===== src/charge_time_unit_defs.svh =====
`ifndef CHARGE_TIME_UNIT_DEFS_SVH
`define CHARGE_TIME_UNIT_DEFS_SVH
// Register byte addresses
`define CTU_ADDR_CTRL_HIGH 4'h0
`define CTU_ADDR_EDGE_SEL 4'h4
`define CTU_ADDR_TRIM_RANGE 4'h8
`define CTU_ADDR_STATUS 4'hc
// Reset values
`define CTU_RESET_VALUE 8'h00
// Control high fields
`define CTU_BIT_ENABLE 7
`define CTU_BIT_UNUSED 6
`define CTU_BIT_STOP_IDLE 5
`define CTU_BIT_PULSE_GEN 4
`define CTU_BIT_EDGE_GATE 3
`define CTU_BIT_EDGE_ORDER 2
`define CTU_BIT_GROUND 1
`define CTU_BIT_ADC_TRIG 0
`define CTU_CTRL_HIGH_MASK 8'hbf
// Edge select fields
`define CTU_BIT_STOP_POL 7
`define CTU_BIT_START_POL 4
`define CTU_BIT_STOP_SEEN 1
`define CTU_BIT_START_SEEN 0
// Edge source codes
`define CTU_SRC_PIN_A 2'h3
`define CTU_SRC_PIN_B 2'h2
`define CTU_SRC_CMP_A 2'h1
`define CTU_SRC_CMP_B 2'h0
// Range codes
`define CTU_RANGE_OFF 2'h0
`endif


===== src/charge_time_unit_pkg.sv =====
package charge_time_unit_pkg;
  typedef struct packed {
    logic pin_a;
    logic pin_b;
    logic cmp_a;
    logic cmp_b;
  } edge_src_type;
  typedef struct packed {
    logic source_on;
    logic source_ground;
    logic [5:0] trim;
    logic [1:0] range;
  } analog_ctrl_type;
endpackage : charge_time_unit_pkg


===== src/charge_time_unit.sv =====
`timescale 1ns/10ps
`include "charge_time_unit_defs.svh"
// Function
// - Peripheral disable stops all unit activity
// - Any reset clears every register
// - Reset discards measurement; software reconfigures
// - Bit 7 enables the whole unit
// - Stop-in-idle halts unit during idle
// - Bit 4 enables delay pulse generation
// - Edge gate passes or blocks edges
// - Ordered mode needs start before stop
// - Bit 1 grounds current source output
// - Bit 0 enables converter trigger
// - Stop polarity selects rising or falling
// - Stop source selects pin or compare
// - Start polarity selects rising or falling
// - Start source uses same encoding
// - Status bits set on edges, writable
// - Six-bit signed current trim field
// - Range field selects current, 00 off
// - Control bit 6 reads zero always
// - Sleep forces current source off
// - Pulse out at comparator trip
module charge_time_unit
  import charge_time_unit_pkg::*;
(
  // Clock and reset
  input wire logic sys_clk_i,
  input wire logic resetn_i,
  // Wishbone slave
  input wire logic wb_cyc_i,
  input wire logic wb_stb_i,
  input wire logic wb_we_i,
  input wire logic [3:0] wb_adr_i,
  input wire logic [3:0] wb_sel_i,
  input wire logic [31:0] wb_dat_i,
  output logic [31:0] wb_dat_o,
  output logic wb_ack_o,
  // Device power state
  input wire logic unit_power_off_i,
  input wire logic idle_mode_i,
  input wire logic sleep_mode_i,
  // Edge sources and comparator
  input wire edge_src_type edge_src_i,
  input wire logic comparator_trip_i,
  // Analog and converter side
  output analog_ctrl_type analog_o,
  output logic adc_trigger_o,
  output logic delay_pulse_out_o
);

  logic [7:0] ctrl_high_r;
  logic [7:0] edge_sel_r;
  logic [7:0] trim_range_r;
  logic [31:0] wb_dat_r;
  logic wb_ack_r;
  edge_src_type src_meta_r;
  edge_src_type src_sync_r;
  edge_src_type src_prev_r;
  logic trip_meta_r;
  logic trip_sync_r;
  logic trip_prev_r;
  logic power_meta_r;
  logic power_sync_r;
  logic idle_meta_r;
  logic idle_sync_r;
  logic sleep_meta_r;
  logic sleep_sync_r;
  analog_ctrl_type analog_r;
  logic adc_trigger_r;
  logic pulse_r;

  logic active;
  logic start_hit;
  logic stop_hit;
  logic stop_seen_nxt;
  logic start_seen_nxt;
  logic wr_edge_sel;
  logic bus_req;

  // Picks the selected source and detects the programmed edge
  function automatic logic edge_hit(input edge_src_type cur, input edge_src_type prev,
                                    input logic [1:0] sel, input logic rising);
    logic c;
    logic p;
    c = 1'b0;
    p = 1'b0;
    case (sel)
      `CTU_SRC_PIN_A: begin
        c = cur.pin_a;
        p = prev.pin_a;
      end
      `CTU_SRC_PIN_B: begin
        c = cur.pin_b;
        p = prev.pin_b;
      end
      `CTU_SRC_CMP_A: begin
        c = cur.cmp_a;
        p = prev.cmp_a;
      end
      default: begin
        c = cur.cmp_b;
        p = prev.cmp_b;
      end
    endcase
    return rising ? (c & ~p) : (~c & p);
  endfunction : edge_hit

  // Edge pins are asynchronous, so every outside level is synchronised first
  always_ff @(posedge sys_clk_i or negedge resetn_i) begin
    if (!resetn_i) begin
      src_meta_r <= '0;
      src_sync_r <= '0;
      src_prev_r <= '0;
      trip_meta_r <= 1'b0;
      trip_sync_r <= 1'b0;
      trip_prev_r <= 1'b0;
      power_meta_r <= 1'b0;
      power_sync_r <= 1'b0;
      idle_meta_r <= 1'b0;
      idle_sync_r <= 1'b0;
      sleep_meta_r <= 1'b0;
      sleep_sync_r <= 1'b0;
    end else begin
      src_meta_r <= edge_src_i;
      src_sync_r <= src_meta_r;
      src_prev_r <= src_sync_r;
      trip_meta_r <= comparator_trip_i;
      trip_sync_r <= trip_meta_r;
      trip_prev_r <= trip_sync_r;
      power_meta_r <= unit_power_off_i;
      power_sync_r <= power_meta_r;
      idle_meta_r <= idle_mode_i;
      idle_sync_r <= idle_meta_r;
      sleep_meta_r <= sleep_mode_i;
      sleep_sync_r <= sleep_meta_r;
    end
  end

  // Gated clocks are avoided; the disable drops the active qualifier instead, and bus registers stay writable
  assign active = ctrl_high_r[`CTU_BIT_ENABLE] & ~power_sync_r
                  & ~(idle_sync_r & ctrl_high_r[`CTU_BIT_STOP_IDLE]);

  assign start_hit = active & ctrl_high_r[`CTU_BIT_EDGE_GATE]
                     & edge_hit(src_sync_r, src_prev_r, edge_sel_r[3:2],
                                edge_sel_r[`CTU_BIT_START_POL]);
  assign stop_hit = active & ctrl_high_r[`CTU_BIT_EDGE_GATE]
                    & edge_hit(src_sync_r, src_prev_r, edge_sel_r[6:5],
                               edge_sel_r[`CTU_BIT_STOP_POL])
                    & (~ctrl_high_r[`CTU_BIT_EDGE_ORDER]
                       | edge_sel_r[`CTU_BIT_START_SEEN]);

  assign bus_req = wb_cyc_i & wb_stb_i & ~wb_ack_r;
  assign wr_edge_sel = bus_req & wb_we_i & wb_sel_i[0] & (wb_adr_i == `CTU_ADDR_EDGE_SEL);

  // Hardware set wins over a software write in the same cycle
  always_comb begin
    start_seen_nxt = edge_sel_r[`CTU_BIT_START_SEEN];
    stop_seen_nxt = edge_sel_r[`CTU_BIT_STOP_SEEN];
    if (wr_edge_sel) begin
      start_seen_nxt = wb_dat_i[`CTU_BIT_START_SEEN];
      stop_seen_nxt = wb_dat_i[`CTU_BIT_STOP_SEEN];
    end
    if (start_hit) begin
      start_seen_nxt = 1'b1;
    end
    if (stop_hit) begin
      stop_seen_nxt = 1'b1;
    end
  end

  always_ff @(posedge sys_clk_i or negedge resetn_i) begin
    if (!resetn_i) begin
      ctrl_high_r <= `CTU_RESET_VALUE;
      trim_range_r <= `CTU_RESET_VALUE;
    end else if (bus_req && wb_we_i && wb_sel_i[0]) begin
      if (wb_adr_i == `CTU_ADDR_CTRL_HIGH) begin
        ctrl_high_r <= wb_dat_i[7:0] & `CTU_CTRL_HIGH_MASK;
      end
      if (wb_adr_i == `CTU_ADDR_TRIM_RANGE) begin
        trim_range_r <= wb_dat_i[7:0];
      end
    end
  end

  always_ff @(posedge sys_clk_i or negedge resetn_i) begin
    if (!resetn_i) begin
      edge_sel_r <= `CTU_RESET_VALUE;
    end else begin
      if (wr_edge_sel) begin
        edge_sel_r[7:2] <= wb_dat_i[7:2];
      end
      edge_sel_r[`CTU_BIT_STOP_SEEN] <= stop_seen_nxt;
      edge_sel_r[`CTU_BIT_START_SEEN] <= start_seen_nxt;
    end
  end

  // Single-cycle classic answer: ack one edge after the request
  always_ff @(posedge sys_clk_i or negedge resetn_i) begin
    if (!resetn_i) begin
      wb_ack_r <= 1'b0;
      wb_dat_r <= '0;
    end else begin
      wb_ack_r <= bus_req;
      wb_dat_r <= '0;
      if (bus_req && !wb_we_i) begin
        case (wb_adr_i)
          `CTU_ADDR_CTRL_HIGH: wb_dat_r <= {24'h000000, ctrl_high_r};
          `CTU_ADDR_EDGE_SEL: wb_dat_r <= {24'h000000, edge_sel_r};
          `CTU_ADDR_TRIM_RANGE: wb_dat_r <= {24'h000000, trim_range_r};
          `CTU_ADDR_STATUS: wb_dat_r <= {29'h0, sleep_sync_r, idle_sync_r, active};
          default: wb_dat_r <= '0;
        endcase
      end
    end
  end

  always_ff @(posedge sys_clk_i or negedge resetn_i) begin
    if (!resetn_i) begin
      analog_r <= '0;
    end else begin
      analog_r.source_on <= active & ~sleep_sync_r
                            & (trim_range_r[1:0] != `CTU_RANGE_OFF)
                            & (edge_sel_r[`CTU_BIT_START_SEEN]
                               ^ edge_sel_r[`CTU_BIT_STOP_SEEN]);
      analog_r.source_ground <= ctrl_high_r[`CTU_BIT_GROUND];
      analog_r.trim <= trim_range_r[7:2];
      analog_r.range <= trim_range_r[1:0];
    end
  end

  always_ff @(posedge sys_clk_i or negedge resetn_i) begin
    if (!resetn_i) begin
      adc_trigger_r <= 1'b0;
      pulse_r <= 1'b0;
    end else begin
      adc_trigger_r <= stop_hit & ctrl_high_r[`CTU_BIT_ADC_TRIG]
                       & ~edge_sel_r[`CTU_BIT_STOP_SEEN];
      pulse_r <= active & ctrl_high_r[`CTU_BIT_PULSE_GEN]
                 & trip_sync_r & ~trip_prev_r;
    end
  end

  assign wb_ack_o = wb_ack_r;
  assign wb_dat_o = wb_dat_r;
  assign analog_o = analog_r;
  assign adc_trigger_o = adc_trigger_r;
  assign delay_pulse_out_o = pulse_r;

  bit6_zero_a: assert property (@(posedge sys_clk_i) disable iff (!resetn_i)
    !ctrl_high_r[`CTU_BIT_UNUSED]) else $error("control bit 6 set");
  power_off_freeze_a: assert property (@(posedge sys_clk_i) disable iff (!resetn_i)
    power_sync_r |-> ##1 !adc_trigger_o && !delay_pulse_out_o) else $error("active while off");
  gate_blocks_a: assert property (@(posedge sys_clk_i) disable iff (!resetn_i)
    !ctrl_high_r[`CTU_BIT_EDGE_GATE] && !wr_edge_sel
    |=> edge_sel_r[1:0] == $past(edge_sel_r[1:0])) else $error("edge passed gate");
  order_hold_a: assert property (@(posedge sys_clk_i) disable iff (!resetn_i)
    ctrl_high_r[`CTU_BIT_EDGE_ORDER] && !edge_sel_r[0] && !start_hit && !wr_edge_sel
    && !edge_sel_r[1] |=> !edge_sel_r[1]) else $error("stop before start");
  start_set_a: assert property (@(posedge sys_clk_i) disable iff (!resetn_i)
    start_hit |=> edge_sel_r[0]) else $error("start edge lost");
  sleep_off_a: assert property (@(posedge sys_clk_i) disable iff (!resetn_i)
    sleep_sync_r |=> !analog_o.source_on) else $error("source on in sleep");
  ground_follow_a: assert property (@(posedge sys_clk_i) disable iff (!resetn_i)
    ##1 analog_o.source_ground == $past(ctrl_high_r[1])) else $error("ground mismatch");
  trig_one_a: assert property (@(posedge sys_clk_i) disable iff (!resetn_i)
    adc_trigger_o |=> !adc_trigger_o) else $error("trigger too long");
  trig_gate_a: assert property (@(posedge sys_clk_i) disable iff (!resetn_i)
    adc_trigger_o |-> $past(ctrl_high_r[0]) && edge_sel_r[1]) else $error("stray trigger");
  pulse_gen_a: assert property (@(posedge sys_clk_i) disable iff (!resetn_i)
    delay_pulse_out_o |-> $past(ctrl_high_r[4])) else $error("pulse without enable");
  charge_xor_a: assert property (@(posedge sys_clk_i) disable iff (!resetn_i)
    analog_o.source_on |-> $past(edge_sel_r[0] ^ edge_sel_r[1])) else $error("bad charge");
  stop_set_a: assert property (@(posedge sys_clk_i) disable iff (!resetn_i)
    stop_hit |=> edge_sel_r[`CTU_BIT_STOP_SEEN]) else $error("stop edge lost");
  enable_off_a: assert property (@(posedge sys_clk_i) disable iff (!resetn_i)
    !ctrl_high_r[`CTU_BIT_ENABLE] |=> !adc_trigger_o && !delay_pulse_out_o)
    else $error("active while disabled");
  idle_stop_a: assert property (@(posedge sys_clk_i) disable iff (!resetn_i)
    idle_sync_r && ctrl_high_r[`CTU_BIT_STOP_IDLE] |=> !analog_o.source_on && !adc_trigger_o)
    else $error("active in idle");
  range_off_a: assert property (@(posedge sys_clk_i) disable iff (!resetn_i)
    analog_o.range == `CTU_RANGE_OFF |-> !analog_o.source_on) else $error("source on, range off");
  trim_follow_a: assert property (@(posedge sys_clk_i) disable iff (!resetn_i)
    ##1 analog_o.trim == $past(trim_range_r[7:2])) else $error("trim mismatch");
  trig_stop_a: assert property (@(posedge sys_clk_i) disable iff (!resetn_i)
    adc_trigger_o |-> $past(stop_hit)) else $error("trigger without stop edge");

endmodule : charge_time_unit


===== config.mk =====
export PLATFORM = sky130hd
export DESIGN_NAME = charge_time_unit
export DESIGN_NICKNAME = d
export VERILOG_FILES = /design/src/charge_time_unit_pkg.sv /design/src/charge_time_unit.sv
export VERILOG_INCLUDE_DIRS = /design/src
export SDC_FILE = /design/constraint.sdc
export NUM_CORES = 1
export LEC_CHECK = 0
export BUFFER_PORTS_ARGS = -buffer_cell sky130_fd_sc_hd__buf_2
export CORE_MARGIN = 10
export CORE_UTILIZATION = 44
export CTS_CLUSTER_DIAMETER = 60
export DETAILED_ROUTE_END_ITERATION = 8
export HOLD_SLACK_MARGIN = 0.1
export PLACE_DENSITY = 0.81
export SYNTH_ARGS = -nofsm -noshare
export SYNTH_HDL_FRONTEND = slang
export SYNTH_SLANG_ARGS = --single-unit

===== constraint.sdc =====
create_clock -name sys_clk_i -period 1.8 [get_ports sys_clk_i]
set_input_delay 0.54 -clock sys_clk_i [delete_from_list [all_inputs] [get_ports sys_clk_i]]
set_output_delay 0.54 -clock sys_clk_i [all_outputs]
set_load 0.01 [all_outputs]

After elaboration in Yosys (flattened, before gate mapping)
Cells that the tools add are included.
Widths: inputs -> output; s select.

storage, ports and cells
  bits in registers = 89
  ROM bits = 0
  output and inout port bits = 45
  bits in writable memories = 0
  word-level logic and storage cells = 102
  latch bits = 0
  memories kept = 0
  bits of input ports = 53

operators by class
  mux-type cells = 12
  bitwise gates (word level) = 37
  eq/ne operators = 9
  add/sub/neg operators = 0
  magnitude comparators = 0
  div/mod/pow operators = 0
  reductions and logical operators = 10
  $mul = 0
  shifts and indexed selects = 0

operator list
  cell                number
  $mux 32             1
  $pmux 8 s4          1
  $and 1x1->1         24
  $pmux 1 s3          4
  $not 1->1           11
  $eq 2x2->1 const B  4
  $eq 4x4->1 const B  2
  $mux 1              6
  $reduce_bool 2->1   3
  $eq 2x1->1 const B  2
  $eq 4x3->1 const B  1
  $logic_not 4->1     1
  $reduce_and 2->1    2
  $logic_and 1x1->1   3
  $logic_not 1->1     1
  $or 1x1->1          1
  $xor 1x1->1         1

Logic depth before layout (Yosys ltp)
Gate-level depths: netlist of the first run.

  word-level depth = 9
  mapped depth = 5
  mapped depth without buffers = 4

Worst setup path before layout of the first run
Ideal clock, no wire load.

  kind = input to register
  from = input wb_adr_i[2]
  to = register edge_sel_r[2]
  slack = -239 ps
  buffers on the path = 1
  required time = 1675 ps
  arrival time = 1914 ps
  setup time = 125 ps
  stages on the path = 4
  cell sequence = buf_4 -> or3b_4 -> nor4_4 -> mux2_2

on the way
  word-level cells in the longest chain between the ends = 2

RTL lines
  element                         RTL line                 text
  start: declaration              charge_time_unit.sv:34   input wire logic [3:0] wb_adr_i,
  $eq 4x3->1                      -
  $and 1x1->1                     charge_time_unit.sv:154  assign wr_edge_sel = bus_req & wb_we_i & wb_sel_i[0] & (wb_adr_i == `CTU_ADDR_EDGE_SEL);
  end signal: assignment          charge_time_unit.sv:188  edge_sel_r <= `CTU_RESET_VALUE;
  end signal: assignment          charge_time_unit.sv:191  edge_sel_r[7:2] <= wb_dat_i[7:2];
  end signal: indexed assignment  charge_time_unit.sv:193  edge_sel_r[`CTU_BIT_STOP_SEEN] <= stop_seen_nxt;
  end: declaration                charge_time_unit.sv:53   logic [7:0] edge_sel_r;

Every way passes these cells.
A chain may end at the register's enable or synchronous reset.

Worst setup path after layout of the first run
  from = register edge_sel_r[5]
  to = register adc_trigger_r, in the netlist adc_trigger_o

on the way
  word-level cells in the longest chain between the ends = 9
  elaborated cells on any way between the ends = 14
  classes of those cells = 3 x eq/ne; 3 x mux; 8 x bitwise

RTL lines
  element                                          RTL line                 text
  $eq 2x1->1 / $eq 2x2->1 (equally long branches)  charge_time_unit.sv:88   case (sel)
  $pmux 1 s3                                       charge_time_unit.sv:88
  $not 1->1                                        charge_time_unit.sv:106  return rising ? (c & ~p) : (~c & p);
  $and 1x1->1                                      charge_time_unit.sv:106
  $mux 1 *                                         charge_time_unit.sv:106
  $and 1x1->1 * (2 in series)                      charge_time_unit.sv:147  assign stop_hit = active & ctrl_high_r[`CTU_BIT_EDGE_GATE]
  $and 1x1->1 * (2 in series)                      charge_time_unit.sv:237  adc_trigger_r <= stop_hit & ctrl_high_r[`CTU_BIT_ADC_TRIG]
  end signal: assignment                           charge_time_unit.sv:237
  end: declaration                                 charge_time_unit.sv:70   logic adc_trigger_r;

Every way passes the cells marked *; elsewhere a longest branch is shown, timed or not.

==> key figures, run 1 <==
Route
  – Via density per instance: 4.66
  – WL final: 4970 um
  – Number of antenna-violating nets in the routed design: 0
  – Vias: 1515
  – Drt initial violations: 55
  – Remaining DRCs: 0
  – Drt pass-1 iters: 3
  – Routed length per placed instance: 15.3 um

Timing
  – Final Hold Fails: 0
  – Hold slack: 0.212 ns
  – Count of final setup violators: 1
  – Post-layout minimum cycle time: 1.81 ns
  – Unrepaired setup endpoints after global routing: true
  – Setup tns final: -0.0143 ns
  – Final Cycle Share: 101%
  – Minimum setup slack in the final design: -0.0143 ns
  – F_max: 551 MHz
  – Maximum clock skew at final layout: 0.00511 ns
  – Fin. max-slew vios: 0

Place
  – Detail Placement HPWL: 3810 um
  – Port buffer count: 46
  – Placed Cells incl. Taps: 309
  – RD Place Congestion: 0.813

Critical path
  – Worst-path cell with the longest stage delay: sky130_fd_sc_hd__mux4_2
  – FF-to-FF setup slack: -0.01 ns
  – Critical path data arrival time: 2.08 ns
  – Number of cell instances on the worst register-to-register path: 4
  – Highest fanout seen on the critical path: 2
  – Destination of the worst register-to-register timing path: adc_trigger_o
  – Sequence of cells on the critical path: mux4_2, or3b_4, a221oi_4, and3b_1
  – Required time worst endpoint: 2.07 ns
  – Worst Setup Path Type: reg2reg
  – Startpoint Class: flip-flop
  – Beginning of the critical path: edge_sel_r[5]
  – Endpoint type of the worst setup path: flip-flop
  – Max stage delay on crit path: 0.52 ns
  – Startpoint of the worst register-to-register path: edge_sel_r[5]

Clock tree
  – TritonCTS sink count: 65
  – Buffer levels on the longest clock path: 2
  – Clock tree from TritonCTS: yes
  – Cts bufs inserted: 9
  – H-tree lvl count: 3
  – Clock edge transition at the registers on the reported setup and hold paths: 0.06 ns
  – Cell chosen for the clock root: sky130_fd_sc_hd__clkbuf_8
  – Number of buffers added to fix hold violations after cts: 0
  – Clock latency on the worst-skew pair: 0.33 ns

Outcome
  – Violations in the final reports: negative setup slack
  – Outcome: complete, but fails checks

Global routing
  – Number of global-route vias before repair: 1710
  – Number of antenna violations at the first check in global routing: 1
  – First-pass GRT wire length: 8450 um
  – Overflow left after global routing: 0
  – Largest net degree at the start of global routing: 66
  – Global-route total usage across every layer: 11.0%

Synthesis
  – Area share of the largest cell type after synthesis: 62.6%
  – Cells taking the most area after synthesis: sky130_fd_sc_hd__dfrtp_1 63%, sky130_fd_sc_hd__mux2_2 9.1%, sky130_fd_sc_hd__buf_4 7.2%
  – Dominant synthesized flop cell: sky130_fd_sc_hd__dfrtp_1
  – Sequential share of the synthesized area: 62.6%
  – Number of synthesized flops with an enable pin: 0
  – Avg Inst Size Synth: 14.4 um2
  – Most numerous cell in the Yosys netlist: sky130_fd_sc_hd__dfrtp_1
  – Synth unique cells: 31
  – Fraction of registers with async set/reset: 100%
  – Area of the mapped netlist: 2600 um2
  – Ranking of synthesized cells by instance count: 65 x sky130_fd_sc_hd__dfrtp_1, 25 x sky130_fd_sc_hd__buf_4, 21 x sky130_fd_sc_hd__mux2_2
  – Number of synthesized register bits: 65
  – Gate count of the mapped netlist: 181
  – Largest area contributor in the synthesized netlist: sky130_fd_sc_hd__dfrtp_1
  – Yosys warning count: 0

Layout
  – Count of antenna diodes in the layout: 0
  – Number of nets at the end of the flow: 302
  – Area Overhead vs Synth: 22.5%
  – Fill count: 478
  – Number of standard cells in the final layout excluding fillers: 325
  – Ratio of cells with drive above 1 in the final layout: 42.3%
  – Fin util: 56.8%

Die
  – Die Area: 9380 um2
  – Die Wd: 96.9 um
  – Floorplan row count: 27
  – Number of placed I/O pins: 98
  – DIE HEIGHT: 96.9 um
  – Core region area: 5610 um2
  – Starting density of the core: 46.4%

Pwr
  – IR drop worst, VDD: 451 uV
  – Leak pwr: 1.62 nW
  – Areal power density over the cells: 1020 nW/um2

Hold path
  – Path type of the worst min-delay path: in2async

Flow run
  – Number of max-cap violations: 0
==> timing repair <==
item	in CTS	in global routing
endpoints found under the setup margin	2	2
pin swaps	2	1
setup buffers	1	0
gates resized for setup	1	1
==> metal layers <==
layer	vias up	global-route usage [%]	wire length (um)
met4	2	5.19	87
met2	50	16.9	2390
li1	726	-	-
met5	-	0	7
met1	728	13.2	2180
met3	9	4.40	295
==> metrics by stage <==
stage               setup slack, ns  total power, mW  instance area (um2)
floorplan                    -0.200             1.79                 2700
global placement             -0.194             1.87                 2940
detailed placement           -0.220             1.88                 2940
CTS                         -0.0296             3.28                 3170
global route                -0.0934             3.38                 3190
finish                      -0.0143             3.24                 3190
==> layout make-up <==
cell class	instances	area, um2	area share, %
sequential	65	1630	51.1
inverter	2	7.51	0.236
clock buffer	13	169	5.30
clock inverter	2	60.1	1.89
timing repair buffer	62	363	11.4
multi-input combinational	109	870	27.3
tap	72	90.1	2.83
==> state kept, by name (all words and copies together) (netlist names), 4 cells and up <==
name          flops
analog_o         10
ctrl_high_r       7
edge_sel_r        8
src_meta_r        4
src_prev_r        4
src_sync_r        4
trim_range_r      8
wb_dat_o          8
==> worst max-delay path: cells and delay by family (launching register included) <==
family,cells,cell delay [ns]
simple gates,2,0.60
mux,1,0.52
flops,1,0.38
compound gates,1,0.25
==> logic make-up (layout without fill, tap and decap cells) <==
group,Yosys count,count (layout),share of synthesized area (%)
other,1,24,0.144
AND/OR/NAND/NOR,37,37,8.95
AO/OA/AOI/OAI,13,13,3.51
XOR/XNOR,1,1,0.337
flip-flops,65,65,62.6
multiplexers,34,34,16.5
buffers and inverters,30,79,7.99
==> power breakdown <==
group / internal (mW) / switching, mW
combinational: 0.130 / 0.140
sequential: 1.54 / 0.0510
clock: 0.886 / 0.490
==> placed cells by master, fill, tap and decap left out <==
master	n
sky130_fd_sc_hd__nor2b_1	6
sky130_fd_sc_hd__buf_12	1
sky130_fd_sc_hd__clkbuf_1	1
sky130_fd_sc_hd__nor3b_1	1
sky130_fd_sc_hd__nand3b_1	2
sky130_fd_sc_hd__nor4_4	2
sky130_fd_sc_hd__and3b_1	1
sky130_fd_sc_hd__clkbuf_8	12
sky130_fd_sc_hd__mux2i_1	8
sky130_fd_sc_hd__nand2b_1	1
sky130_fd_sc_hd__conb_1	24
sky130_fd_sc_hd__and4_1	1
sky130_fd_sc_hd__inv_1	2
sky130_fd_sc_hd__o21ai_0	1
sky130_fd_sc_hd__xor2_1	1
sky130_fd_sc_hd__nor3_1	3
sky130_fd_sc_hd__a221oi_4	1
sky130_fd_sc_hd__o22a_1	2
sky130_fd_sc_hd__o21ai_1	1
sky130_fd_sc_hd__mux4_2	5
sky130_fd_sc_hd__a2bb2oi_1	1
sky130_fd_sc_hd__or3_1	1
sky130_fd_sc_hd__mux2_2	20
sky130_fd_sc_hd__bufinv_16	2
sky130_fd_sc_hd__nand2_1	5
sky130_fd_sc_hd__a31oi_1	1
sky130_fd_sc_hd__a211o_1	1
sky130_fd_sc_hd__a21oi_1	5
sky130_fd_sc_hd__nor2_1	11
sky130_fd_sc_hd__buf_2	46
sky130_fd_sc_hd__dfrtp_1	65
sky130_fd_sc_hd__nand3_1	1
sky130_fd_sc_hd__mux2_4	1
sky130_fd_sc_hd__or3b_4	2
sky130_fd_sc_hd__buf_4	15
==> worst max-delay path by stage <==
stage / endpoint / depth (start not counted) / slack, ns
4_1_cts: adc_trigger_o / 4 / -0.03
3_3_place_gp: ctrl_high_r[1] / 5 / -0.19
2_1_floorplan: edge_sel_r[2] / 4 / -0.20
3_5_place_dp: ctrl_high_r[0] / 5 / -0.22
5_1_grt: adc_trigger_o / 4 / -0.09
6_report: adc_trigger_o / 4 / -0.01
Note: power is estimated with default switching activity, not from simulation.
==> run 2: changes to the inputs <==
CAP_MARGIN = 15   (was default)
REMOVE_ABC_BUFFERS = 1   (was default)
==> key figures, run 2 (synthesis results as in run 1) <==
Timing
  – Post-layout minimum cycle time: 1.90 ns
  – Final Hold Fails: 0
  – Count of final setup violators: 2
  – Setup tns final: -0.141 ns
  – Maximum clock skew at final layout: 0.00915 ns
  – Minimum setup slack in the final design: -0.105 ns
  – F_max: 525 MHz
  – Fin. max-slew vios: 0
  – Unrepaired setup endpoints after global routing: true
  – Final Cycle Share: 106%

Layout
  – Top library cells by usage in the layout, fill and taps aside: 65 x sky130_fd_sc_hd__dfrtp_1, 46 x sky130_fd_sc_hd__buf_2, 24 x sky130_fd_sc_hd__conb_1, 21 x sky130_fd_sc_hd__mux2_2
  – Count of antenna diodes in the layout: 0
  – Total non-filler cell area in the finished layout: 3130 um2
  – Number of flip-flops under the largest register name: 10
  – Area Overhead vs Synth: 20.4%
  – Number of nets at the end of the flow: 299
  – Ratio of cells with drive above 1 in the final layout: 41.8%
  – Leading cell type in the layout, fill and taps excluded: sky130_fd_sc_hd__dfrtp_1

Die
  – Die Wd: 96.9 um
  – Number of placed I/O pins: 98
  – Core region area: 5610 um2
  – Die Area: 9380 um2
  – DIE HEIGHT: 96.9 um
  – Starting density of the core: 46.4%
  – Floorplan row count: 27

Clock tree
  – Clock tree from TritonCTS: yes
  – Clock edge transition at the registers on the reported setup and hold paths: 0.07 ns
  – Cell chosen for the clock root: sky130_fd_sc_hd__clkbuf_8
  – Clock latency on the worst-skew pair: 0.34 ns
  – TritonCTS sink count: 65
  – Cts bufs inserted: 9
  – H-tree lvl count: 3
  – Buffer levels on the longest clock path: 2

Pwr
  – Clock share of power: 39.3%
  – Combinational fraction of design power: 8.9%
  – Fraction of power consumed by sequential logic: 51.8%
  – Net switching fraction of the power: 23.8%
  – P_sw: 0.731 mW
  – Areal power density over the cells: 980 nW/um2
  – Int Pwr: 2.34 mW
  – Leak pwr: 1.58 nW
  – IR drop worst, VDD: 512 uV

Global routing
  – Number of antenna violations at the first check in global routing: 0
  – First-pass GRT wire length: 8390 um
  – Number of global-route vias before repair: 1692
  – Global-route total usage across every layer: 11.0%
  – Largest net degree at the start of global routing: 66
  – Overflow left after global routing: 0

Critical path
  – Endpoint type of the worst setup path: flip-flop
  – Highest fanout seen on the critical path: 2
  – Startpoint Class: flip-flop
  – Critical path data arrival time: 2.18 ns
  – Worst Setup Path Type: reg2reg
  – Required time worst endpoint: 2.07 ns

Route
  – Drt initial violations: 46
  – Routed length per placed instance: 16.0 um
  – Vias: 1517
  – Remaining DRCs: 0
  – Number of antenna-violating nets in the routed design: 0
  – Via density per instance: 4.70
  – WL final: 5170 um
  – Drt pass-1 iters: 4

Place
  – Detail Placement HPWL: 3710 um
  – Standard cell area after detailed placement: 2920 um2
  – Port buffer count: 46
  – RD Place Congestion: 0.821

Flow run
  – Number of max-cap violations: 0

Hold path
  – Path type of the worst min-delay path: in2async

Outcome
  – Outcome: complete, but fails checks
  – Violations in the final reports: negative setup slack
[run 2: cell types whose count changed in the layout (fill, tap and decap cells not counted)]
cell / before / now
sky130_fd_sc_hd__o21ai_1: 1 / 0
sky130_fd_sc_hd__mux2_2: 20 / 21
sky130_fd_sc_hd__clkbuf_8: 12 / 10
sky130_fd_sc_hd__o21ai_0: 1 / 2
sky130_fd_sc_hd__buf_4: 15 / 11
sky130_fd_sc_hd__bufinv_16: 2 / 1
sky130_fd_sc_hd__buf_6: 0 / 1
sky130_fd_sc_hd__clkinv_2: 0 / 2
sky130_fd_sc_hd__mux2_4: 1 / 0
sky130_fd_sc_hd__clkinvlp_4: 0 / 2
[run 2: layout make-up]
| class | instances | area (um2) |
|---|---|---|
| fillers | 490 | 2480 |
| flip-flops and latches | 65 | 1630 |
| multi-input cells | 109 | 866 |
| repair buffers | 59 | 344 |
| clock buffers | 11 | 141 |
| well taps | 72 | 90.1 |
| clock inverters | 5 | 55.1 |
| inverters | 2 | 7.51 |
[run 2: critical path, cell delays in order, from the launching register on]
cell and delay (ns):
sky130_fd_sc_hd__dfrtp_1 0.38, sky130_fd_sc_hd__mux4_2 0.53, sky130_fd_sc_hd__or3b_4 0.41, sky130_fd_sc_hd__a221oi_4 0.31
sky130_fd_sc_hd__and3b_1 0.21
[run 2: power groups by stage]
stage | clock network, mW | logic, mW | registers, mW
final | 1.21 | 0.272 | 1.59
after global routing | 1.32 | 0.302 | 1.60
after CTS | 1.24 | 0.266 | 1.59
after detailed placement | 0 | 0.265 | 1.62
after global placement | 0 | 0.258 | 1.61
after floorplan | 0 | 0.132 | 1.61
[run 2: stage by stage]
stage / setup slack [ns] / hold WS (ns) / instances / util (%) / total power [mW]
CTS: -0.0724 / 0.201 / 323 / 55.5 / 3.10
detailed placement: -0.204 / 0.337 / 307 / 52.0 / 1.88
global placement: -0.184 / 0.332 / 307 / 52.0 / 1.87
finish: -0.105 / 0.204 / 323 / 55.8 / 3.07
global route: -0.189 / 0.224 / 323 / 55.8 / 3.22
floorplan: -0.0890 / 0.244 / 176 / - / 1.74
[run 2: worst paths after layout]
path	startpoint	endpoint	slack, ns	cells past startpoint
hold reg to reg	src_meta_r[0]	src_sync_r[0]	0.35	0
min in group sys_clk_i	comparator_trip_i	trip_meta_r	0.30	1
setup reg to reg	edge_sel_r[5]	adc_trigger_o	-0.10	4
hold / removal	resetn_i	trim_range_r[2]	0.20	2
max in group asynchronous	resetn_i	src_prev_r[0]	1.33	2
setup / recovery	edge_sel_r[5]	adc_trigger_o	-0.10	4
[run 2: what timing repair did]
item	in CTS	in global routing
buffers inserted	0	0
resized for setup	0	3
cloned	0	0
pin swaps	2	3
hold buffers	0	0
endpoints found under the setup margin	2	3
[run 2: per-layer routing]
metal  routed length, um  part of all wire [%]  vias up  track usage (%)
met5                   0                     0        -                0
met4                  56                   1.1        0             6.31
met3                 408                   7.9        8             4.76
met2                2340                    45       66             15.2
met1                2360                    46      730             14.0
li1                    -                     -      713                -
